$ cat src/rtl/pc_seq_pkg.sv
// Constants for the program counter sequencer and its return stack
package pc_seq_pkg;
	localparam int PC_W        = 13;
	localparam int LOW_W       = 8;
	localparam int HIGH_W      = 5;
	localparam int LATCH_W     = 8;
	localparam int BRANCH_W    = 11;
	localparam int PAGE_SEL_LO = 3;
	localparam int PAGE_SEL_HI = 4;
	localparam int STACK_DEPTH = 8;
	localparam int STACK_PTR_W = 3;
	localparam logic [PC_W-1:0] PC_RESET = 13'h0000;
	localparam logic [PC_W-1:0] PC_ONE   = 13'h0001;
	localparam logic [LATCH_W-1:0] LATCH_RESET = 8'h00;
	localparam logic [PC_W-1:0] INT_VECTOR = 13'h0004;
	typedef enum logic [2:0] {
		OP_NONE,
		OP_INCR,
		OP_WRITE_LOW,
		OP_JUMP,
		OP_CALL,
		OP_RETURN,
		OP_INT
	} pc_op_e;
endpackage

$ cat src/rtl/pc_sequencer.sv
// Program counter sequencer with upper latch, paging and return stack
// Behaviour
// - 13-bit counter, low byte read/write
// - Upper bits hidden, written via latch
// - Any reset clears upper counter bits
// - Low byte write loads latch bits 4:0
// - Call/jump take top bits from latch
// - Call/jump supply low 11 bits
// - Eight-entry 13-bit stack, pointer hidden
// - Push on call and interrupt vector
// - Pop on the single return operation
// - Push and pop leave latch alone
// - Stack wraps circularly after eight pushes
// - No overflow or underflow status
// - Returns restore all 13 bits
// - 8K space in four 2K pages
module pc_sequencer
(
	input  wire logic                            i_clk,
	input  wire logic                            i_rst_n,
	input  wire pc_seq_pkg::pc_op_e              i_op,
	input  wire logic [pc_seq_pkg::LOW_W-1:0]    i_low_data,
	input  wire logic [pc_seq_pkg::BRANCH_W-1:0] i_branch_addr,
	input  wire logic                            i_latch_we,
	input  wire logic [pc_seq_pkg::LATCH_W-1:0]  i_latch_data,
	output logic      [pc_seq_pkg::PC_W-1:0]     o_pc,
	output logic      [pc_seq_pkg::LOW_W-1:0]    o_pc_low_byte,
	output logic      [pc_seq_pkg::LATCH_W-1:0]  o_pc_upper_latch
);
	import pc_seq_pkg::*;

	// Counter and upper latch state
	logic [PC_W-1:0]          pc_reg;
	logic [PC_W-1:0]          pc_next;
	logic [LATCH_W-1:0]       latch_reg;
	logic [LATCH_W-1:0]       latch_next;

	// Operation decode
	logic                     op_hold;
	logic                     op_incr;
	logic                     op_write_low;
	logic                     op_jump;
	logic                     op_call;
	logic                     op_return;
	logic                     op_int;
	logic                     op_branch;

	// Candidate next counter values
	logic [PC_W-1:0]          seq_addr;
	logic [PC_W-1:0]          low_write_addr;
	logic [PC_W-1:0]          branch_target;
	logic [PC_W-1:0]          return_addr;
	logic [PC_W-1:0]          stack_top;
	logic [HIGH_W-1:0]        high_from_latch;
	logic [PC_W-BRANCH_W-1:0] page_from_latch;

	// Stack controls
	logic                     push;
	logic                     pop;

	// One-hot decode keeps the next-value mux shallow
	always_comb
	begin
		op_hold      = 1'b0;
		op_incr      = 1'b0;
		op_write_low = 1'b0;
		op_jump      = 1'b0;
		op_call      = 1'b0;
		op_return    = 1'b0;
		op_int       = 1'b0;
		case (i_op)
			OP_NONE:
			begin
				op_hold = 1'b1;
			end

			OP_INCR:
			begin
				op_incr = 1'b1;
			end

			OP_WRITE_LOW:
			begin
				op_write_low = 1'b1;
			end

			OP_JUMP:
			begin
				op_jump = 1'b1;
			end

			OP_CALL:
			begin
				op_call = 1'b1;
			end

			OP_RETURN:
			begin
				op_return = 1'b1;
			end

			OP_INT:
			begin
				op_int = 1'b1;
			end

			default:
			begin
				// Undefined codes hold rather than jump wild
				op_hold = 1'b1;
			end
		endcase
	end

	// Call and jump share one address path
	assign op_branch = op_jump || op_call;

	// Plain fetch advance, wraps at the top of the space
	assign seq_addr = pc_reg + PC_ONE;
	// Interrupt pushes the address it would have resumed at
	assign return_addr = pc_reg + PC_ONE;

	// Old latch value used even if written in the same cycle
	assign high_from_latch = latch_reg[HIGH_W-1:0];
	assign page_from_latch = latch_reg[PAGE_SEL_HI:PAGE_SEL_LO];
	assign low_write_addr  = {high_from_latch, i_low_data};
	assign branch_target   = {page_from_latch, i_branch_addr};

	// Stack never touches the latch
	assign push = op_call || op_int;
	assign pop  = op_return;

	// Hidden pointer, no status back to the core
	return_stack
	#(
		.DEPTH (STACK_DEPTH),
		.PTR_W (STACK_PTR_W),
		.W     (PC_W)
	)
	u_stack
	(
		.i_clk   (i_clk),
		.i_rst_n (i_rst_n),
		.i_push  (push),
		.i_pop   (pop),
		.i_data  (return_addr),
		.o_top   (stack_top)
	);

	// Latch only moves on its own write, never on stack ops
	always_comb
	begin
		latch_next = latch_reg;
		if (i_latch_we)
		begin
			latch_next = i_latch_data;
		end
	end

	// Counter next value
	always_comb
	begin
		pc_next = pc_reg;
		if (op_incr)
		begin
			pc_next = seq_addr;
		end
		else if (op_write_low)
		begin
			pc_next = low_write_addr;
		end
		else if (op_branch)
		begin
			// Page from latch, in-page address from opcode
			pc_next = branch_target;
		end
		else if (op_return)
		begin
			pc_next = stack_top;
		end
		else if (op_int)
		begin
			pc_next = INT_VECTOR;
		end
		else
		begin
			// Hold on idle cycles
			pc_next = pc_reg;
		end
	end

	always_ff @(posedge i_clk)
	begin
		if (!i_rst_n)
		begin
			pc_reg <= PC_RESET;
		end
		else
		begin
			pc_reg <= pc_next;
		end
	end

	always_ff @(posedge i_clk)
	begin
		if (!i_rst_n)
		begin
			latch_reg <= LATCH_RESET;
		end
		else
		begin
			latch_reg <= latch_next;
		end
	end

	// All outputs straight from registers
	assign o_pc             = pc_reg;
	assign o_pc_low_byte    = pc_reg[LOW_W-1:0];
	assign o_pc_upper_latch = latch_reg;
endmodule

$ cat src/rtl/return_stack.sv
// Circular return-address stack with a hidden pointer
module return_stack
#(
	parameter int DEPTH = pc_seq_pkg::STACK_DEPTH,
	parameter int PTR_W = pc_seq_pkg::STACK_PTR_W,
	parameter int W     = pc_seq_pkg::PC_W
)
(
	input  wire logic         i_clk,
	input  wire logic         i_rst_n,
	input  wire logic         i_push,
	input  wire logic         i_pop,
	input  wire logic [W-1:0] i_data,
	output logic      [W-1:0] o_top
);
	import pc_seq_pkg::*;

	logic [W-1:0]     mem_reg [DEPTH];
	logic [W-1:0]     mem_next [DEPTH];
	logic [PTR_W-1:0] ptr_reg;
	logic [PTR_W-1:0] ptr_next;

	// No flags: overflow and underflow just wrap
	always_comb
	begin
		mem_next = mem_reg;
		ptr_next = ptr_reg;
		if (i_push)
		begin
			mem_next[ptr_reg] = i_data;
			ptr_next = ptr_reg + PTR_W'(1);
		end
		else if (i_pop)
		begin
			ptr_next = ptr_reg - PTR_W'(1);
		end
	end

	always_ff @(posedge i_clk)
	begin
		if (!i_rst_n)
			ptr_reg <= '0;
		else
			ptr_reg <= ptr_next;
		mem_reg <= mem_next;
	end

	// Entry one below the pointer is the most recent push
	assign o_top = mem_reg[ptr_reg - PTR_W'(1)];
endmodule

$ cat config.mk
export PLATFORM = sky130hd
export DESIGN_NAME = pc_sequencer
export DESIGN_NICKNAME = d
export VERILOG_FILES = /design/src/rtl/pc_seq_pkg.sv /design/src/rtl/pc_sequencer.sv /design/src/rtl/return_stack.sv
export SDC_FILE = /design/constraint.sdc
export NUM_CORES = 1
export LEC_CHECK = 0
export ABC_AREA = 1
export BUFFER_PORTS_ARGS = -buffer_cell sky130_fd_sc_hd__buf_4
export CAP_MARGIN = 25
export CORE_UTILIZATION = 30
export CTS_CLUSTER_SIZE = 24
export DETAILED_ROUTE_END_ITERATION = 8
export PLACE_DENSITY = 0.48
export SETUP_SLACK_MARGIN = 0.05
export SYNTH_ARGS = -nofsm -noshare
export SYNTH_HDL_FRONTEND = slang
export SYNTH_HIERARCHICAL = 1
export SYNTH_SLANG_ARGS = --single-unit
$ cat constraint.sdc
create_clock -name i_clk -period 2.05 [get_ports i_clk]
set_clock_uncertainty 0.1 [all_clocks]
set_input_delay 0.1025 -clock i_clk [delete_from_list [all_inputs] [get_ports i_clk]]
set_output_delay 0.1025 -clock i_clk [all_outputs]
set_load 0.1 [all_outputs]
# After elaboration in Yosys (flattened, before gate mapping)
# Index checks and enable logic that the tools add are counted.
# totals
wordCells	49
output_inout_bits	29
register_bits	128
in_bits	33
# op_classes
n_lt_le_gt_ge	3
muxes	19
addsub	3
n_bitwise	2
eq_ne	6
n_reduce_logical	5
# op_table
operator	count
$bwmux 104	1
$mux 13	8
$bmux 13 s3	1
$demux 13 s3	1
$add 13x1->13 const B	1
$eq 3x3->1 const B	3
$ge 4x4->1 const B	2
$not 3->4	2
$eq 3x2->1 const B	2
$mux 1	6
$mux 3	2
$reduce_bool 5->1	1
$lt 4x1->1 const B	1
$add 3x1->3 const B	1
$eq 3x1->1 const B	1
$sub 3x1->3 const B	1
$logic_or 1x1->1	2
$reduce_bool 2->1	1
$logic_and 1x1->1	1

# Logic depth before layout (Yosys ltp)
# depth
ltp_word	9
depth_mapped	16
depth_no_buf	11

# Modules after synthesis
# Netlist, hierarchy kept.
# modules_own_cells
module	cells_per_inst	area_per_inst_um2	seq_area_each_um2	n_inst
return_stack	490	4789.6	3183.1	1
pc_sequencer	254	1495.2	420.4	1

# Least setup slack after synthesis
# OpenSTA, ideal clock, no wires.
# synth_path
path_kind	register to register
from	reg pc_reg[0] (netlist: o_pc[0])
to	reg pc_reg[4] (netlist: o_pc[4])
stages_incl_launch_ff	9
path_slack_ns	-0.338
setup_time_ns	0.066
arrival_time_ns	2.222
path_buffers	0
period_less_slack_ns	2.388
t_required_ns	1.884
cell_sequence	dfxtp_1 -> ha_1 -> nand2_1 -> nor2_4 -> xor2_1 -> nand2_1 -> nand2_1 -> nor2_1 -> nor2_1
# synth_between
elab_chain_cells	2
# synth_rtl
element	line	text
start: declaration	pc_sequencer.sv:33	logic [PC_W-1:0] pc_reg;
start signal: assignment	pc_sequencer.sv:200	pc_reg <= pc_next;
$add 13x1->13	--	
net return_addr[4]	pc_sequencer.sv:52	logic [PC_W-1:0] return_addr;
$mux 13	pc_sequencer.sv:164	if (op_incr)
# The timed path passes the listed nets, and every way through them passes these cells.
# A chain may end at the register's enable or synchronous reset.

==> impl_metrics.toml <==
[floorplanning]
die_w_um = 147
rows = 52
die_h_um = 147
io-pin-count = 62
start_util = 0.309
die-area_um2 = 21500
core_area_um2 = 20400

[power]
power_frac_comb = 0.198
pwr_density_cell_nw_per_um2 = 914
p_clk_frac = 0.398
p_int_mw = 5.21
p_seq_frac = 0.404
vdd_drop_max_mv = 0.516
switching_share = 0.301
leakagePower_nw = 3.74
p_switching_mw = 2.24

[synth]
synth-seq-area-share = 0.573
syn_nets = 780
synth_top_area_share = 0.497
synthTopCellsByArea = "edfxtp_1, nand2_1, dfxtp_1"
synth_top_area_cell = "edfxtp_1"
ys_warn_count = 6
ys_ff_latch = 128
syn-cell-area_um2 = 6280
ys_types = 28
syn_avg_cell_area_um2 = 8.45
synth_cells = 744

[worst_setup_path]
crit_cells = 6
cp.required_ns = 2.26
crit_top_cell = "dlygate4sd3_1"
ff2ff_path_depth = 5
worstSetupPathType = "in -> reg"
cp_top_family = "buffers and inverters"
critPathCaptureType = "flop"
cp.buffers_inverters = 4
crit_path_max_fanout = 1
startpoint_type = "input pin"
cp_slowest_cell = "dlygate4sd3_1"
path_cells = "dlygate4sd3_1 -> buf_4 -> o21ai_0 -> dlygate4sd3_1 -> a21oi_1 -> dlygate4sd3_1"
cp_slowest_stage_delay_ns = 0.58
critPathArrivalTime_ns = 2.09

[cts]
clk_pin_slew_worst_paths_ns = 0.06
cts.sinks = 128
cts-buffers-inserted = 17
cts_tree = "built"
clockBufferDepth = 2
h-tree-depth = 4
cts_root_buffer = "clkbuf_16"
insertion_delay_ns = 0.42

[detailed_routing]
dr.pass1.iters = 4
wl_per_cell_um = 14.5
ant_nets = 0
drt-initial-drc-count = 312
drc = 0
vias_per_cell = 4.31
vias = 4895
finalWirelength_um = 16500

[layout]
areaGrowthSynthToFinish_pct = 29.7
layout_commonest_cell = "nand2_1"
largest_reg_flops = 104
drive_above_1_share = 0.163
utilization = 0.400
final_cell_mix = "nand2_1, inv_1, edfxtp_1, nand3_1, buf_4"
n_antenna_cell = 0
finalNetCount = 888

[placed_design]
io_buffers = 61
dp_hpwl_um = 11000
finalWeightedCongestion = 0.813

[job]
maxCapViolations = 0

[sta]
maxSlewViolCount = 0
period_share = 0.915
rsz0062_at_grt = "no"
period_needed_ns = 1.88
worst_pin_slew_ns = 0.853
fmax_mhz = 533
relSlewSlack = 0.430
setup_viol = 0
hold_violations = 0
hold_ws_ns = 0.0710
tns_ns = 0

[global_routing]
first_global_vias = 4710
overflow = 0
grt_pass1_wl_um = 26300
grt_max_degree = 55
antenna_found_initial = 0
grt_use_total = 0.163

[run_status]
outcome = "complete, no violations"

[worst_hold_path]
worstHoldPathType = "in -> reg"
hold_depth = 6
layer usage:
| metal | routed length (µm) | GRT usage | vias to the layer above | part of all wire |
|---|---|---|---|---|
| li1 | - | - | 2544 | - |
| met1 | 7790 | 0.222 | 2245 | 0.47 |
| met5 | 0 | 0 | - | 0 |
| met4 | 121 | 0.0589 | 0 | 0.0073 |
| met2 | 7900 | 0.255 | 100 | 0.48 |
| met3 | 676 | 0.0342 | 6 | 0.041 |
layout make-up:
| type | instances | area (µm²) |
|---|---|---|
| fillers | 2058 | 12200 |
| flip-flops and latches | 128 | 3620 |
| multi-input cells | 451 | 1980 |
| repair buffers | 124 | 1130 |
| clock buffers | 22 | 528 |
| inverters | 130 | 495 |
| well taps | 270 | 338 |
| clock inverters | 10 | 63.8 |
what timing repair did:
action | 4_1_cts | 5_1_grt
buffers inserted | 0 | 1
hold buffers | 37 | 0
endpoints found under the setup margin | 0 | 13
hold endpoints to repair | 22 | 0
resized for setup | 0 | 8
through the flow:
stage	instance area (µm²)	setup slack, ns	total power [mW]	cells
floorplan	6350	0.0534	4.09	744
global placement	7130	0.154	4.47	1064
detailed placement	7130	0.101	4.47	1064
CTS	8090	0.0771	7.52	1133
global route	8150	0.0643	7.80	1135
finish	8150	0.174	7.45	1135
cell usage after synthesis (all sizes together):
| library cell | n |
|---|---|
| and2 | 7 |
| a21oi | 8 |
| nand3 | 82 |
| xor2 | 2 |
| dfxtp | 24 |
| or2 | 1 |
| clkbuf | 3 |
| xnor2 | 1 |
| ha | 3 |
| o21ai | 22 |
| o21a | 1 |
| inv | 129 |
| edfxtp | 104 |
| nor2 | 63 |
| nand2 | 251 |
| buf | 32 |
| clkinv | 1 |
| o21bai | 2 |
| nand4 | 4 |
| nor3 | 2 |
| o211ai | 2 |
logic make-up after synthesis:
logic type | after synthesis | synth area share
simple gates | 410 | 0.270
buf+inv | 165 | 0.116
flops | 128 | 0.573
compound gates | 35 | 0.0299
xor+xnor | 3 | 0.00538
fa+ha+maj | 3 | 0.00597
power groups by stage:
stage                     clock network, mW  registers [mW]  logic, mW
after global routing                   3.17            3.02       1.61
after global placement                    0            3.06       1.41
final                                  2.97            3.01       1.48
after detailed placement                  0            3.06       1.41
after floorplan                           0            3.30      0.781
after CTS                              3.04            3.01       1.47
path summary, 6_finish.rpt:
path | from | end | slack, ns
hold / removal | i_op[2] | o_pc[0] | 0.07
hold reg to reg | o_pc[9] | o_pc[9] | 0.48
setup / recovery | i_latch_data[0] | o_pc_upper_latch[0] | 0.17
setup reg to reg | o_pc[0] | u_stack/mem_reg[103] | 0.21
worst reg2reg max path: stages, from the launching register on:
cell	delay (ns)
dfxtp_2	0.44
ha_1	0.20
nand2_1	0.13
nor2_4	0.20
nand4_1	0.14
and2_1	0.31
Note: power is estimated with default switching activity, not from simulation.
